File: src/hw/cbsio_pkg.sv
// constants shared by the control board supervisor and I/O block
package cbsio_pkg;
	// register byte offsets
	localparam logic [7:0] OUT_LATCH_OFS = 8'h00;
	localparam logic [7:0] AUX_CTRL_OFS = 8'h04;
	localparam logic [7:0] BUF_SEL_OFS = 8'h08;
	localparam logic [7:0] DISP_OFS = 8'h0C;
	localparam logic [7:0] ANA_SEL_OFS = 8'h10;
	localparam logic [7:0] POT_OFS = 8'h14;
	localparam logic [7:0] SER_OFS = 8'h18;
	localparam logic [7:0] TEST_LED_OFS = 8'h1C;
	localparam logic [7:0] INPUTS_OFS = 8'h20;
	localparam logic [7:0] IRQ_STAT_OFS = 8'h24;
	localparam logic [7:0] IRQ_EN_OFS = 8'h28;
	localparam logic [7:0] IRQ_CLR_OFS = 8'h2C;
	// field positions
	localparam int AUX_OUT_POS = 4;
	localparam int BUF_EN_POS = 3;
	localparam int DISP_WR_POS = 8;
	localparam int POT_IDX_POS = 8;
	localparam int IN_AUX_POS = 4;
	localparam int IN_DISP_POS = 8;
	localparam int IN_FULL_POS = 16;
	localparam int IN_SUPLOW_POS = 17;
	localparam int IN_TEST_POS = 18;
	localparam int IN_BUSY_POS = 19;
	// interrupt status bits
	localparam int IRQ_WDOG = 0;
	localparam int IRQ_SUPLOW = 1;
	localparam int IRQ_TEST = 2;
	localparam int IRQ_POT = 3;
	localparam int IRQ_BITS = 4;
	// reset values
	localparam logic [31:0] OUT_LATCH_RST = 32'h0000_0000;
	localparam logic [31:0] AUX_CTRL_RST = 32'h0000_0000;
	localparam logic [1:0] SER_RX_RST = 2'h0;
	// timing
	localparam longint CLK_HZ = 125_000_000;
	localparam longint WDOG_TIMEOUT_MS = 1000;
	localparam longint WDOG_CYCLES = WDOG_TIMEOUT_MS * CLK_HZ / 1000;
	localparam longint RST_PULSE_NS = 1000;
	localparam int RST_PULSE_CYCLES = int'((RST_PULSE_NS * CLK_HZ + 999_999_999) / 1_000_000_000);
	localparam int POT_HALF_NS = 80;
	localparam int POT_HALF_CYCLES = int'((POT_HALF_NS * CLK_HZ + 999_999_999) / 1_000_000_000);
	localparam int POT_BITS = 9;
	// axi responses
	localparam logic [1:0] RESP_OKAY = 2'h0;
	localparam logic [1:0] RESP_SLVERR = 2'h2;
	typedef enum logic [1:0] {CBSIO_POT_IDLE, CBSIO_POT_LOW, CBSIO_POT_HIGH} cbsio_pot_st_t;
endpackage

File: src/hw/cbsio_top.sv
// supervisor, serial routing and board I/O of the transmitter control board
// Function
// - reset pulse when strobe idle one second
// - hold reset while supply below threshold
// - reset asserted closes programming path switch
// - indicator lit while programming connector used
// - select lines low/high start self test
// - self-test outcome shown on indicator bank
// - first port is sole RS-485 master
// - second port receives from one channel
// - second port transmits on all three channels
// - switch closed selects full transmitter routing
// - remote input high or open reads low
// - aux output driver off when used as input
// - decode enables one buffer at a time
// - output latches hold system and remote levels
// - display buffer reads and writes by direction
// - analog switches select sample to controller
// - drive serial data, clock, enables to pots
// - pots scale signals eighty to 120 percent
//
// Implementation choices: the AXI4-Lite slave port and the register offsets.
module cbsio_top #(
	parameter longint WDOG_CYCLES = cbsio_pkg::WDOG_CYCLES,
	parameter int SYS_OUT_W = 8,
	parameter int PMON_W = 4,
	parameter int ANA_CH = 16
) (
	input wire logic aclk,
	input wire logic aresetn,
	// axi4-lite slave
	input wire logic [7:0] s_axi_awaddr,
	input wire logic s_axi_awvalid,
	output logic s_axi_awready,
	input wire logic [31:0] s_axi_wdata,
	input wire logic [3:0] s_axi_wstrb,
	input wire logic s_axi_wvalid,
	output logic s_axi_wready,
	output logic [1:0] s_axi_bresp,
	output logic s_axi_bvalid,
	input wire logic s_axi_bready,
	input wire logic [7:0] s_axi_araddr,
	input wire logic s_axi_arvalid,
	output logic s_axi_arready,
	output logic [31:0] s_axi_rdata,
	output logic [1:0] s_axi_rresp,
	output logic s_axi_rvalid,
	input wire logic s_axi_rready,
	output logic irq,
	// supervisor and programming
	input wire logic watchdog_strobe,
	input wire logic supply_low,
	input wire logic prog_reset_n,
	input wire logic prog_connector_active,
	output logic controller_reset_n,
	output logic prog_path_close,
	output logic programming_indicator,
	// self test
	input wire logic self_test_sel1,
	input wire logic self_test_sel2,
	output logic [7:0] test_result_led,
	// serial ports
	input wire logic bus1_tx,
	input wire logic bus1_tx_en,
	output logic bus485_tx,
	output logic bus485_de,
	input wire logic bus485_rx,
	output logic bus1_rx,
	input wire logic port2_tx,
	output logic port2_rx,
	input wire logic [2:0] chan_rx,
	output logic [2:0] chan_tx,
	// operation select and power monitoring
	input wire logic operation_select_switch,
	input wire logic [PMON_W-1:0] pa_pmon,
	input wire logic [PMON_W-1:0] exc_pmon,
	output logic [PMON_W-1:0] sys_pmon,
	output logic full_tx_mode,
	// digital I/O
	input wire logic [3:0] remote_above_thr,
	input wire logic [3:0] aux_above_thr,
	output logic [3:0] aux_drv_on,
	output logic [3:0] remote_out_oe,
	output logic [SYS_OUT_W-1:0] sys_ctrl,
	output logic [7:0] buf_enable,
	// display buffer
	input wire logic [7:0] disp_data_i,
	output logic [7:0] disp_data_o,
	output logic disp_data_oe,
	// analog sample switches
	output logic [ANA_CH/2-1:0] analog_sample_switch_a,
	output logic [ANA_CH/2-1:0] analog_sample_switch_b,
	// trim potentiometers
	output logic pot_sdata,
	output logic pot_sclk,
	output logic [1:0] pot_cs_n
);
	localparam int AW = $clog2(ANA_CH);

	logic aw_have_q, w_have_q;
	logic [7:0] awaddr_q;
	logic [31:0] wdata_q, wmask_q;
	logic wr_go;
	logic [31:0] out_latch_q, aux_ctrl_q;
	logic [3:0] buf_sel_q;
	logic [8:0] disp_q;
	logic [AW-1:0] ana_sel_q;
	logic [1:0] ser_rx_q;
	logic [7:0] test_led_q;
	logic [cbsio_pkg::IRQ_BITS-1:0] irq_stat_q, irq_en_q, irq_set, irq_clr;
	logic [31:0] wdog_cnt_q;
	logic strobe_q, wdog_fire;
	logic [7:0] rst_cnt_q;
	logic test_req, test_req_q;
	logic sup_q;
	cbsio_pkg::cbsio_pot_st_t pot_st_q;
	logic [cbsio_pkg::POT_BITS-1:0] pot_sh_q;
	logic [3:0] pot_bit_q;
	logic [7:0] pot_div_q;
	logic pot_dev_q, pot_start, pot_done;
	logic [31:0] inputs_w;

	// write path: aw and w in either order
	assign s_axi_awready = !aw_have_q && !s_axi_bvalid;
	assign s_axi_wready = !w_have_q && !s_axi_bvalid;
	assign wr_go = aw_have_q && w_have_q;
	always_ff @(posedge aclk) begin
		if (!aresetn) begin
			aw_have_q <= 1'b0;
			w_have_q <= 1'b0;
			awaddr_q <= 8'h00;
			wdata_q <= 32'h0000_0000;
			wmask_q <= 32'h0000_0000;
		end else begin
			if (s_axi_awvalid && s_axi_awready) begin
				aw_have_q <= 1'b1;
				awaddr_q <= s_axi_awaddr;
			end else if (wr_go) begin
				aw_have_q <= 1'b0;
			end
			if (s_axi_wvalid && s_axi_wready) begin
				w_have_q <= 1'b1;
				wdata_q <= s_axi_wdata;
				wmask_q <= {{8{s_axi_wstrb[3]}}, {8{s_axi_wstrb[2]}},
					{8{s_axi_wstrb[1]}}, {8{s_axi_wstrb[0]}}};
			end else if (wr_go) begin
				w_have_q <= 1'b0;
			end
		end
	end

	// write response; unmapped word addresses answer with slverr
	always_ff @(posedge aclk) begin
		if (!aresetn) begin
			s_axi_bvalid <= 1'b0;
			s_axi_bresp <= cbsio_pkg::RESP_OKAY;
		end else if (wr_go) begin
			s_axi_bvalid <= 1'b1;
			s_axi_bresp <= (awaddr_q[1:0] != 2'h0 || awaddr_q > cbsio_pkg::IRQ_CLR_OFS
				|| awaddr_q == cbsio_pkg::INPUTS_OFS || awaddr_q == cbsio_pkg::IRQ_STAT_OFS)
				? cbsio_pkg::RESP_SLVERR : cbsio_pkg::RESP_OKAY;
		end else if (s_axi_bready) begin
			s_axi_bvalid <= 1'b0;
		end
	end

	function automatic logic [31:0] merge(input logic [31:0] old, input logic [31:0] d,
		input logic [31:0] m);
		merge = (old & ~m) | (d & m);
	endfunction

	// output latches for system controls and remote outputs
	always_ff @(posedge aclk) begin
		if (!aresetn) begin
			out_latch_q <= cbsio_pkg::OUT_LATCH_RST;
		end else if (wr_go && awaddr_q == cbsio_pkg::OUT_LATCH_OFS) begin
			out_latch_q <= merge(out_latch_q, wdata_q, wmask_q);
		end
	end

	// aux direction and output levels
	always_ff @(posedge aclk) begin
		if (!aresetn) begin
			aux_ctrl_q <= cbsio_pkg::AUX_CTRL_RST;
		end else if (wr_go && awaddr_q == cbsio_pkg::AUX_CTRL_OFS) begin
			aux_ctrl_q <= merge(aux_ctrl_q, wdata_q, wmask_q);
		end
	end

	// small control registers written whole
	always_ff @(posedge aclk) begin
		if (!aresetn) begin
			buf_sel_q <= 4'h0;
			disp_q <= 9'h000;
			ana_sel_q <= '0;
			ser_rx_q <= cbsio_pkg::SER_RX_RST;
			test_led_q <= 8'h00;
			irq_en_q <= '0;
		end else if (wr_go && wmask_q[0]) begin
			if (awaddr_q == cbsio_pkg::BUF_SEL_OFS) begin
				buf_sel_q <= wdata_q[3:0];
			end else if (awaddr_q == cbsio_pkg::DISP_OFS) begin
				disp_q <= wdata_q[8:0];
			end else if (awaddr_q == cbsio_pkg::ANA_SEL_OFS) begin
				ana_sel_q <= wdata_q[AW-1:0];
			end else if (awaddr_q == cbsio_pkg::SER_OFS) begin
				ser_rx_q <= wdata_q[1:0];
			end else if (awaddr_q == cbsio_pkg::TEST_LED_OFS) begin
				test_led_q <= wdata_q[7:0];
			end else if (awaddr_q == cbsio_pkg::IRQ_EN_OFS) begin
				irq_en_q <= wdata_q[cbsio_pkg::IRQ_BITS-1:0];
			end
		end
	end

	// live input view for software
	always_comb begin
		inputs_w = 32'h0000_0000;
		inputs_w[3:0] = ~remote_above_thr;
		inputs_w[cbsio_pkg::IN_AUX_POS +: 4] = ~aux_above_thr;
		inputs_w[cbsio_pkg::IN_DISP_POS +: 8] = disp_data_i;
		inputs_w[cbsio_pkg::IN_FULL_POS] = operation_select_switch;
		inputs_w[cbsio_pkg::IN_SUPLOW_POS] = supply_low;
		inputs_w[cbsio_pkg::IN_TEST_POS] = test_req;
		inputs_w[cbsio_pkg::IN_BUSY_POS] = pot_st_q != cbsio_pkg::CBSIO_POT_IDLE;
	end

	// read path: data held until rready
	assign s_axi_arready = !s_axi_rvalid;
	always_ff @(posedge aclk) begin
		if (!aresetn) begin
			s_axi_rvalid <= 1'b0;
			s_axi_rdata <= 32'h0000_0000;
			s_axi_rresp <= cbsio_pkg::RESP_OKAY;
		end else if (s_axi_arvalid && s_axi_arready) begin
			s_axi_rvalid <= 1'b1;
			s_axi_rresp <= cbsio_pkg::RESP_OKAY;
			s_axi_rdata <= 32'h0000_0000;
			if (s_axi_araddr == cbsio_pkg::OUT_LATCH_OFS) begin
				s_axi_rdata <= out_latch_q;
			end else if (s_axi_araddr == cbsio_pkg::AUX_CTRL_OFS) begin
				s_axi_rdata <= aux_ctrl_q;
			end else if (s_axi_araddr == cbsio_pkg::BUF_SEL_OFS) begin
				s_axi_rdata <= {28'h0, buf_sel_q};
			end else if (s_axi_araddr == cbsio_pkg::DISP_OFS) begin
				s_axi_rdata <= {23'h0, disp_q};
			end else if (s_axi_araddr == cbsio_pkg::ANA_SEL_OFS) begin
				s_axi_rdata <= 32'(ana_sel_q);
			end else if (s_axi_araddr == cbsio_pkg::POT_OFS) begin
				s_axi_rdata <= 32'(pot_st_q != cbsio_pkg::CBSIO_POT_IDLE);
			end else if (s_axi_araddr == cbsio_pkg::SER_OFS) begin
				s_axi_rdata <= {30'h0, ser_rx_q};
			end else if (s_axi_araddr == cbsio_pkg::TEST_LED_OFS) begin
				s_axi_rdata <= {24'h0, test_led_q};
			end else if (s_axi_araddr == cbsio_pkg::INPUTS_OFS) begin
				s_axi_rdata <= inputs_w;
			end else if (s_axi_araddr == cbsio_pkg::IRQ_STAT_OFS) begin
				s_axi_rdata <= 32'(irq_stat_q);
			end else if (s_axi_araddr == cbsio_pkg::IRQ_EN_OFS) begin
				s_axi_rdata <= 32'(irq_en_q);
			end else begin
				s_axi_rresp <= cbsio_pkg::RESP_SLVERR; // clear register is write-only
			end
		end else if (s_axi_rready) begin
			s_axi_rvalid <= 1'b0;
		end
	end

	// watchdog: any strobe edge restarts the one-second window
	always_ff @(posedge aclk) begin
		if (!aresetn) begin
			strobe_q <= 1'b0;
			wdog_cnt_q <= 32'h0000_0000;
		end else begin
			strobe_q <= watchdog_strobe;
			if (strobe_q != watchdog_strobe || rst_cnt_q != 8'h00 || supply_low) begin
				wdog_cnt_q <= 32'h0000_0000; // held at zero while in reset
			end else if (wdog_fire) begin
				wdog_cnt_q <= 32'h0000_0000;
			end else begin
				wdog_cnt_q <= wdog_cnt_q + 32'h0000_0001;
			end
		end
	end
	assign wdog_fire = wdog_cnt_q == 32'(WDOG_CYCLES - 1) && strobe_q == watchdog_strobe
		&& rst_cnt_q == 8'h00 && !supply_low;

	// brief reset pulse after a missed strobe
	always_ff @(posedge aclk) begin
		if (!aresetn) begin
			rst_cnt_q <= 8'h00;
		end else if (wdog_fire) begin
			rst_cnt_q <= 8'(cbsio_pkg::RST_PULSE_CYCLES);
		end else if (rst_cnt_q != 8'h00) begin
			rst_cnt_q <= rst_cnt_q - 8'h01;
		end
	end

	// reset output and programming path, registered so they never glitch
	always_ff @(posedge aclk) begin
		if (!aresetn) begin
			controller_reset_n <= 1'b0;
			prog_path_close <= 1'b1;
			programming_indicator <= 1'b0;
		end else begin
			controller_reset_n <= !(supply_low || wdog_fire || rst_cnt_q > 8'h01);
			prog_path_close <= supply_low || wdog_fire || rst_cnt_q > 8'h01
				|| !prog_reset_n;
			programming_indicator <= prog_connector_active;
		end
	end

	// self test request
	assign test_req = !self_test_sel1 && self_test_sel2;
	always_ff @(posedge aclk) begin
		if (!aresetn) begin
			test_req_q <= 1'b0;
			sup_q <= 1'b0;
			test_result_led <= 8'h00;
		end else begin
			test_req_q <= test_req;
			sup_q <= supply_low;
			test_result_led <= test_led_q;
		end
	end

	// interrupt events, set wins over a clear in the same cycle
	always_comb begin
		irq_set = '0;
		irq_set[cbsio_pkg::IRQ_WDOG] = wdog_fire;
		irq_set[cbsio_pkg::IRQ_SUPLOW] = supply_low && !sup_q;
		irq_set[cbsio_pkg::IRQ_TEST] = test_req && !test_req_q;
		irq_set[cbsio_pkg::IRQ_POT] = pot_done;
		irq_clr = '0;
		if (wr_go && wmask_q[0] && awaddr_q == cbsio_pkg::IRQ_CLR_OFS) begin
			irq_clr = wdata_q[cbsio_pkg::IRQ_BITS-1:0];
		end
	end
	always_ff @(posedge aclk) begin
		if (!aresetn) begin
			irq_stat_q <= '0;
			irq <= 1'b0;
		end else begin
			irq_stat_q <= (irq_stat_q & ~irq_clr) | irq_set;
			irq <= |(irq_stat_q & irq_en_q);
		end
	end

	// serial ports
	always_ff @(posedge aclk) begin
		if (!aresetn) begin
			bus485_tx <= 1'b1;
			bus485_de <= 1'b0;
			bus1_rx <= 1'b1;
			port2_rx <= 1'b1;
			chan_tx <= 3'h7;
		end else begin
			bus485_tx <= bus1_tx;
			bus485_de <= bus1_tx_en; // driver enabled only while bus1_tx_en is high; the far node can drive the bus only while it is low
			bus1_rx <= bus485_rx;
			port2_rx <= (ser_rx_q < 2'h3) ? chan_rx[ser_rx_q] : 1'b1;
			chan_tx <= {3{port2_tx}};
		end
	end

	// operation select and power monitor routing
	always_ff @(posedge aclk) begin
		if (!aresetn) begin
			full_tx_mode <= 1'b0;
			sys_pmon <= '0;
		end else begin
			full_tx_mode <= operation_select_switch;
			sys_pmon <= operation_select_switch ? pa_pmon : exc_pmon;
		end
	end

	// digital outputs and buffer decode
	always_ff @(posedge aclk) begin
		if (!aresetn) begin
			sys_ctrl <= '0;
			remote_out_oe <= 4'h0;
			aux_drv_on <= 4'h0;
			buf_enable <= 8'h00;
			disp_data_o <= 8'h00;
			disp_data_oe <= 1'b0;
		end else begin
			sys_ctrl <= out_latch_q[SYS_OUT_W-1:0];
			remote_out_oe <= out_latch_q[11:8]; // open drain pulls low while set
			// a line set as input never has its driver on
			aux_drv_on <= aux_ctrl_q[3:0] & aux_ctrl_q[cbsio_pkg::AUX_OUT_POS +: 4];
			buf_enable <= buf_sel_q[cbsio_pkg::BUF_EN_POS]
				? 8'(8'h01 << buf_sel_q[2:0]) : 8'h00;
			disp_data_o <= disp_q[7:0];
			disp_data_oe <= disp_q[cbsio_pkg::DISP_WR_POS];
		end
	end

	// analog sample select, one switch closed at a time
	always_ff @(posedge aclk) begin
		if (!aresetn) begin
			analog_sample_switch_a <= '0;
			analog_sample_switch_b <= '0;
		end else begin
			analog_sample_switch_a <= ana_sel_q[AW-1] ? '0
				: (ANA_CH/2)'(1) << ana_sel_q[AW-2:0];
			analog_sample_switch_b <= ana_sel_q[AW-1]
				? (ANA_CH/2)'(1) << ana_sel_q[AW-2:0] : '0;
		end
	end

	// trim pot writes: wiper select bit then 8-bit code, msb first
	// code 0 gives 80 percent, full scale 120 percent of the input
	assign pot_start = wr_go && wmask_q[0] && awaddr_q == cbsio_pkg::POT_OFS
		&& pot_st_q == cbsio_pkg::CBSIO_POT_IDLE;
	assign pot_done = pot_st_q == cbsio_pkg::CBSIO_POT_HIGH && pot_div_q == 8'h00
		&& pot_bit_q == 4'h0;
	always_ff @(posedge aclk) begin
		if (!aresetn) begin
			pot_st_q <= cbsio_pkg::CBSIO_POT_IDLE;
			pot_sh_q <= '0;
			pot_bit_q <= 4'h0;
			pot_div_q <= 8'h00;
			pot_dev_q <= 1'b0;
		end else begin
			case (pot_st_q)
				cbsio_pkg::CBSIO_POT_IDLE: begin
					if (pot_start) begin
						pot_sh_q <= {wdata_q[cbsio_pkg::POT_IDX_POS], wdata_q[7:0]};
						pot_dev_q <= wdata_q[cbsio_pkg::POT_IDX_POS + 1];
						pot_bit_q <= 4'(cbsio_pkg::POT_BITS - 1);
						pot_div_q <= 8'(cbsio_pkg::POT_HALF_CYCLES - 1);
						pot_st_q <= cbsio_pkg::CBSIO_POT_LOW;
					end
				end
				cbsio_pkg::CBSIO_POT_LOW: begin
					if (pot_div_q != 8'h00) begin
						pot_div_q <= pot_div_q - 8'h01;
					end else begin
						pot_div_q <= 8'(cbsio_pkg::POT_HALF_CYCLES - 1);
						pot_st_q <= cbsio_pkg::CBSIO_POT_HIGH;
					end
				end
				default: begin
					if (pot_div_q != 8'h00) begin
						pot_div_q <= pot_div_q - 8'h01;
					end else if (pot_bit_q == 4'h0) begin
						pot_st_q <= cbsio_pkg::CBSIO_POT_IDLE;
					end else begin
						pot_div_q <= 8'(cbsio_pkg::POT_HALF_CYCLES - 1);
						pot_bit_q <= pot_bit_q - 4'h1;
						pot_sh_q <= {pot_sh_q[cbsio_pkg::POT_BITS-2:0], 1'b0};
						pot_st_q <= cbsio_pkg::CBSIO_POT_LOW;
					end
				end
			endcase
		end
	end

	// pot pins registered from the shifter state
	always_ff @(posedge aclk) begin
		if (!aresetn) begin
			pot_sdata <= 1'b0;
			pot_sclk <= 1'b0;
			pot_cs_n <= 2'h3;
		end else begin
			pot_sdata <= pot_sh_q[cbsio_pkg::POT_BITS-1];
			pot_sclk <= pot_st_q == cbsio_pkg::CBSIO_POT_HIGH;
			pot_cs_n <= (pot_st_q == cbsio_pkg::CBSIO_POT_IDLE) ? 2'h3
				: (pot_dev_q ? 2'h1 : 2'h2);
		end
	end
endmodule // cbsio_top

File: config.mk
export PLATFORM = sky130hd
export DESIGN_NAME = cbsio_top
export DESIGN_NICKNAME = d
export VERILOG_FILES = /design/src/hw/cbsio_pkg.sv /design/src/hw/cbsio_top.sv
export SDC_FILE = /design/constraint.sdc
export NUM_CORES = 1
export LEC_CHECK = 0
export ABC_CLOCK_PERIOD_IN_PS = 2500
export BUFFER_PORTS_ARGS = -buffer_cell sky130_fd_sc_hd__buf_2
export CAP_MARGIN = 10
export CORE_MARGIN = 10
export CORE_UTILIZATION = 43
export CTS_CLUSTER_SIZE = 8
export DETAILED_ROUTE_END_ITERATION = 8
export GPL_ROUTABILITY_DRIVEN = 1
export GPL_TIMING_DRIVEN = 0
export PLACE_DENSITY = 0.68
export SLEW_MARGIN = 0
export SYNTH_ARGS = -nofsm -noshare
export SYNTH_HDL_FRONTEND = slang
export SYNTH_SLANG_ARGS = --single-unit
File: constraint.sdc
create_clock -name aclk -period 2.5 [get_ports aclk]
set_input_delay 0.375 -clock aclk [delete_from_list [all_inputs] [get_ports aclk]]
set_output_delay 0.375 -clock aclk [all_outputs]
set_load 0.02 [all_outputs]
-- Yosys cells after proc, flatten, opt, wreduce, memory -nomap -nowiden
Index checks and enable logic that the tools add are counted.
- add/subtract/negate cells: 4
- order comparisons: 4
- equal/unequal tests: 31
- shifts and indexed selects: 2
- mux-type cells: 55
- bitwise operators: 20
- reductions and logical operators: 71
- operator list (kind ; count):
    20-bit 2-to-1 mux ; 7
    32-bit AND ; 3
    8-bit by 5-bit equality test with 1-bit output, second input constant ; 8
    32-bit 2-to-1 mux ; 2
    32-bit bitwise OR ; 2
    8-bit by 6-bit equality test with 1-bit output, second input constant ; 7
    32-bit by 1-bit adder with 32-bit output, second input constant ; 1
    32-bit by 27-bit equality test with 1-bit output, second input constant ; 1
    8-bit by 4-bit equality test with 1-bit output, second input constant ; 4
    8-bit zero test ; 4
    2-bit 2-to-1 mux ; 16
    8-bit 2-to-1 mux ; 4
    32-bit inverter ; 1
    4-bit 2-to-1 mux ; 7
    9-bit 2-to-1 mux ; 3
    1-bit logical AND ; 20
    9-bit case mux with 2 select lines ; 1
    8-bit by 3-bit equality test with 1-bit output, second input constant ; 2
    8-bit case mux with 2 select lines ; 1
    8-bit nonzero test ; 2
    1-bit by 3-bit << shifter with 8-bit output, first input constant ; 2
    8-bit by 1-bit subtractor with 8-bit output, second input constant ; 2
    7-bit 2-to-1 mux ; 2
    2-bit nonzero test ; 7
    32 further kinds ; 78
- register bits after elaboration: 346
- bits of input ports: 97
- output and inout port bits: 118
- logic and storage cells: 240

-- Logic depth before layout (Yosys ltp)
- word-level depth: 12
- gate-level depth with buffers: 9
- depth with buffers taken out: 7

-- Least setup slack after synthesis
OpenSTA, ideal clock, no wires.
- path kind: register -> register
- from: reg pot_div_q[0]
- to: reg pot_sh_q[8] (netlist name)
- library setup time: 88 ps
- arrival: 1885 ps
- required time: 2412 ps
- path slack: 526 ps
- stages on the path, launching flop included: 10
- path buffers: 2
- period minus slack after synthesis: 1974 ps
- cell sequence: dfxtp_1 -> inv_1 -> ha_1 -> or3b_2 -> nor4b_4 -> a21o_1 -> buf_6 -> buf_12 -> nor2_2 -> a311oi_2
- cells in the longest elaborated chain, start to end: 3
- ends and longest elaborated chain (element ; line ; source):
    start, declared ; cbsio_top.sv:119 ; logic [7:0] pot_div_q;
    start signal, assigned ; cbsio_top.sv:431 ; pot_div_q <= 8'(cbsio_pkg::POT_HALF_CYCLES - 1);
    start signal, assigned ; cbsio_top.sv:437 ; pot_div_q <= pot_div_q - 8'h01;
    start signal, assigned ; cbsio_top.sv:439 ; pot_div_q <= 8'(cbsio_pkg::POT_HALF_CYCLES - 1);
    8-bit nonzero test ; cbsio_top.sv:444 ; if (pot_div_q != 8'h00) begin
    2-bit inequality test (no line) ; - ;
    4-bit AND reduction (no line) ; - ;
    end signal, assigned ; cbsio_top.sv:428 ; pot_sh_q <= {wdata_q[cbsio_pkg::POT_IDX_POS], wdata_q[7:0]};
    end signal, assigned ; cbsio_top.sv:451 ; pot_sh_q <= {pot_sh_q[cbsio_pkg::POT_BITS-2:0], 1'b0};
    end, declared ; cbsio_top.sv:117 ; logic [cbsio_pkg::POT_BITS-1:0] pot_sh_q;
No other way between the ends.
A chain may end at the register's enable or synchronous reset.

==> results.cfg <==
[run_status]
status = finished, final reports clean

[timing]
fin_crit_ns = 2.36
fmax_mhz = 424
setup_violations = 0
drv_slew = 0
rsz0062_at_grt = false
relSlewSlack = 0.334
finalWorstSetupSlack_ns = 0.141
finalSetupTns_ns = 0
finalCritPeriodShare = 0.943
clock_skew_ns = 0.0434
holdWs_ns = 0.0182
worst_slew_pin_slew_ns = 0.991
hold_viol = 0

[pwr]
ir_worst_vdd_uv = 602
sw_frac_of_total = 0.256
cellPowerDensity_mw_per_mm2 = 778
finalPower_mw = 12.1
seqPwrFrac = 0.453
power_switching_mw = 3.08
pwr-share-comb = 0.097
power.leakage_nw = 6.10
intPower_mw = 8.98
p_clk_frac = 0.450

[logic_synthesis]
synth_flop_cell = dfxtp_1
yosysTopAreaCell = dfxtp_1
yosysTopAreaCellShare = 0.509
yosysSeqAreaShare = 0.509
async_flop_share = 0
yosysMostFrequentCell = dfxtp_1
synthTopCellsByArea = dfxtp_1 (51%), nand2_1 (6.7%), a21oi_1 (5.9%), nor2_1 (4.8%), mux2i_1 (3.9%)
syn_avg_cell_area_sq_um = 8.59
synthTopCellsByCount = dfxtp_1 (323), nand2_1 (225), nor2_1 (163)
synth_cell_types = 63
synthCells = 1477
synth_edf_count = 0
yosysWarnings = 0
syn_area_sq_mm = 0.0127
ys_ff_latch = 323

[route]
route.vias.total = 11718
drtIter0Drc = 1127
route.met2.wl_um = 17800
via_per_inst = 5.51
dr.pass1.iters = 5
postRouteAntennaNets = 0
met3_length_um = 3500
wl_per_cell_um = 18.8
wl_um = 40000
wl_met1_um = 17900
top_layer_used = met4
drc = 0

[clocking]
cts_buffers = 46
cts.clk_slew.worst_paths_ns = 0.05
htreeDepth = 2
clockBufferDepth = 3
insertion_delay_ns = 0.56
cts_tree = done
clock-sinks = 323
root_buffer = clkbuf_16

[place]
place_inst = 2071
place_area_sq_mm = 0.0142
dp_slack_ns = -0.374
gp_congestion = 0.930
port_buffers = 209
dp_hpwl_um = 29300

[cells_and_area]
final_cells = 2127
fin_area_sq_mm = 0.0155
finish.utilization = 0.536
area_growth_pct = 22.1
fin_nets = 1843
drive_gt1_frac = 0.172

[setup_path]
worstPathMaxFanout = 9
worstPathRequired_ns = 2.89
startpoint_type = flip-flop
worst_ep_arrival_time_ns = 2.75
worstSetupEndpointType = flip-flop
path_class = reg2reg

[flow_run]
maxCapViolations = 0

[grt]
grt_pass1_vias = 11158
grt_max_degree = 14
antenna_found_initial = 0
overflow = 0
grt_pass1_wl_um = 61800
grtUsageTotal = 0.209

[floorplan]
die_h_um = 192
ioPinCount = 215
die-width_um = 192
core_sq_mm = 0.0289
initial_core_util = 0.439
die_area_sq_mm = 0.0368
rows = 62

[hold_path]
hold_class = in2reg
## layout by cell type, fill, tap and decap left out, types with 18 or more instances in the layout
| master | synthesis | final |
|---|---|---|
| and2_1 | 42 | 42 |
| buf_2 | 11 | 220 |
| dfxtp_1 | 323 | 323 |
| nand2b_1 | 18 | 18 |
| nor2_1 | 163 | 163 |
| o21ai_0 | 25 | 25 |
| nand3_1 | 95 | 95 |
| nand2_1 | 225 | 225 |
| inv_1 | 19 | 19 |
| clkbuf_16 | 0 | 46 |
| xor2_1 | 26 | 26 |
| clkbuf_1 | 73 | 73 |
| nor3_1 | 47 | 47 |
| mux2i_1 | 50 | 50 |
| a21oi_1 | 150 | 150 |
## area by class of cell
cell class	count	area, sq um
clock inverter	4	62.6
tap	384	480
fill	2731	13400
inverter	19	71.3
timing repair buffer	214	1090
sequential	323	6470
antenna	1	2.50
clock buffer	46	1150
multi-input combinational	1040	5750
buffer	96	428
## routing by layer
metal  vias to the layer above  GRT usage
met1                      5543      0.285
met3                        60     0.0435
met4                         0     0.0550
met5                         -          0
li1                       5602          -
met2                       513      0.328
## cells by family (layout without fill, tap and decap cells)
family | count (synthesis) | count (layout) | share of synthesized area
compound gates | 254 | 254 | 0.119
other cells | 1 | 3 | 0.000295
fa+ha+maj | 6 | 6 | 0.00591
simple gates | 690 | 690 | 0.260
buf+inv | 115 | 379 | 0.0393
xor+xnor | 36 | 36 | 0.0248
flops | 323 | 323 | 0.509
mux | 52 | 52 | 0.0412
## worst max-delay path, cell delays in order (launching register included)
cell,delay (ns)
dfxtp_1,0.34
or4_1,0.71
nor4_4,0.53
nand2_1,0.37
nand2_1,0.16
a21oi_1,0.07
## power by group through the flow
stage	Sequential, mW	Clock, mW	Combinational, mW
4_1_cts	5.46	5.49	1.16
2_1_floorplan	5.59	0	0.700
3_5_place_dp	5.56	0	1.15
6_report	5.47	5.43	1.17
3_3_place_gp	5.55	0	1.12
5_1_grt	5.48	5.74	1.29
## path summary, 6_finish.rpt
check / endpoint / cells after the start / slack [ns] / from
setup / recovery: flip-flop / 5 / 0.14 / awaddr_q[5]$_SDFFE_PN0P_
hold / removal: chan_tx[0]$_SDFF_PN1_ / 2 / 0.02 / port2_tx
setup reg to reg: flip-flop / 5 / 0.14 / awaddr_q[5]$_SDFFE_PN0P_
hold reg to reg: flip-flop / 2 / 0.45 / flip-flop
## timing repair
item | in CTS | in global routing
gates resized for setup | 0 | 3
setup endpoints to repair | 0 | 47
hold buffers | 2 | 0
endpoints found under the hold margin | 2 | 0
setup buffers | 0 | 2
Power figures use the tool's default switching activity.
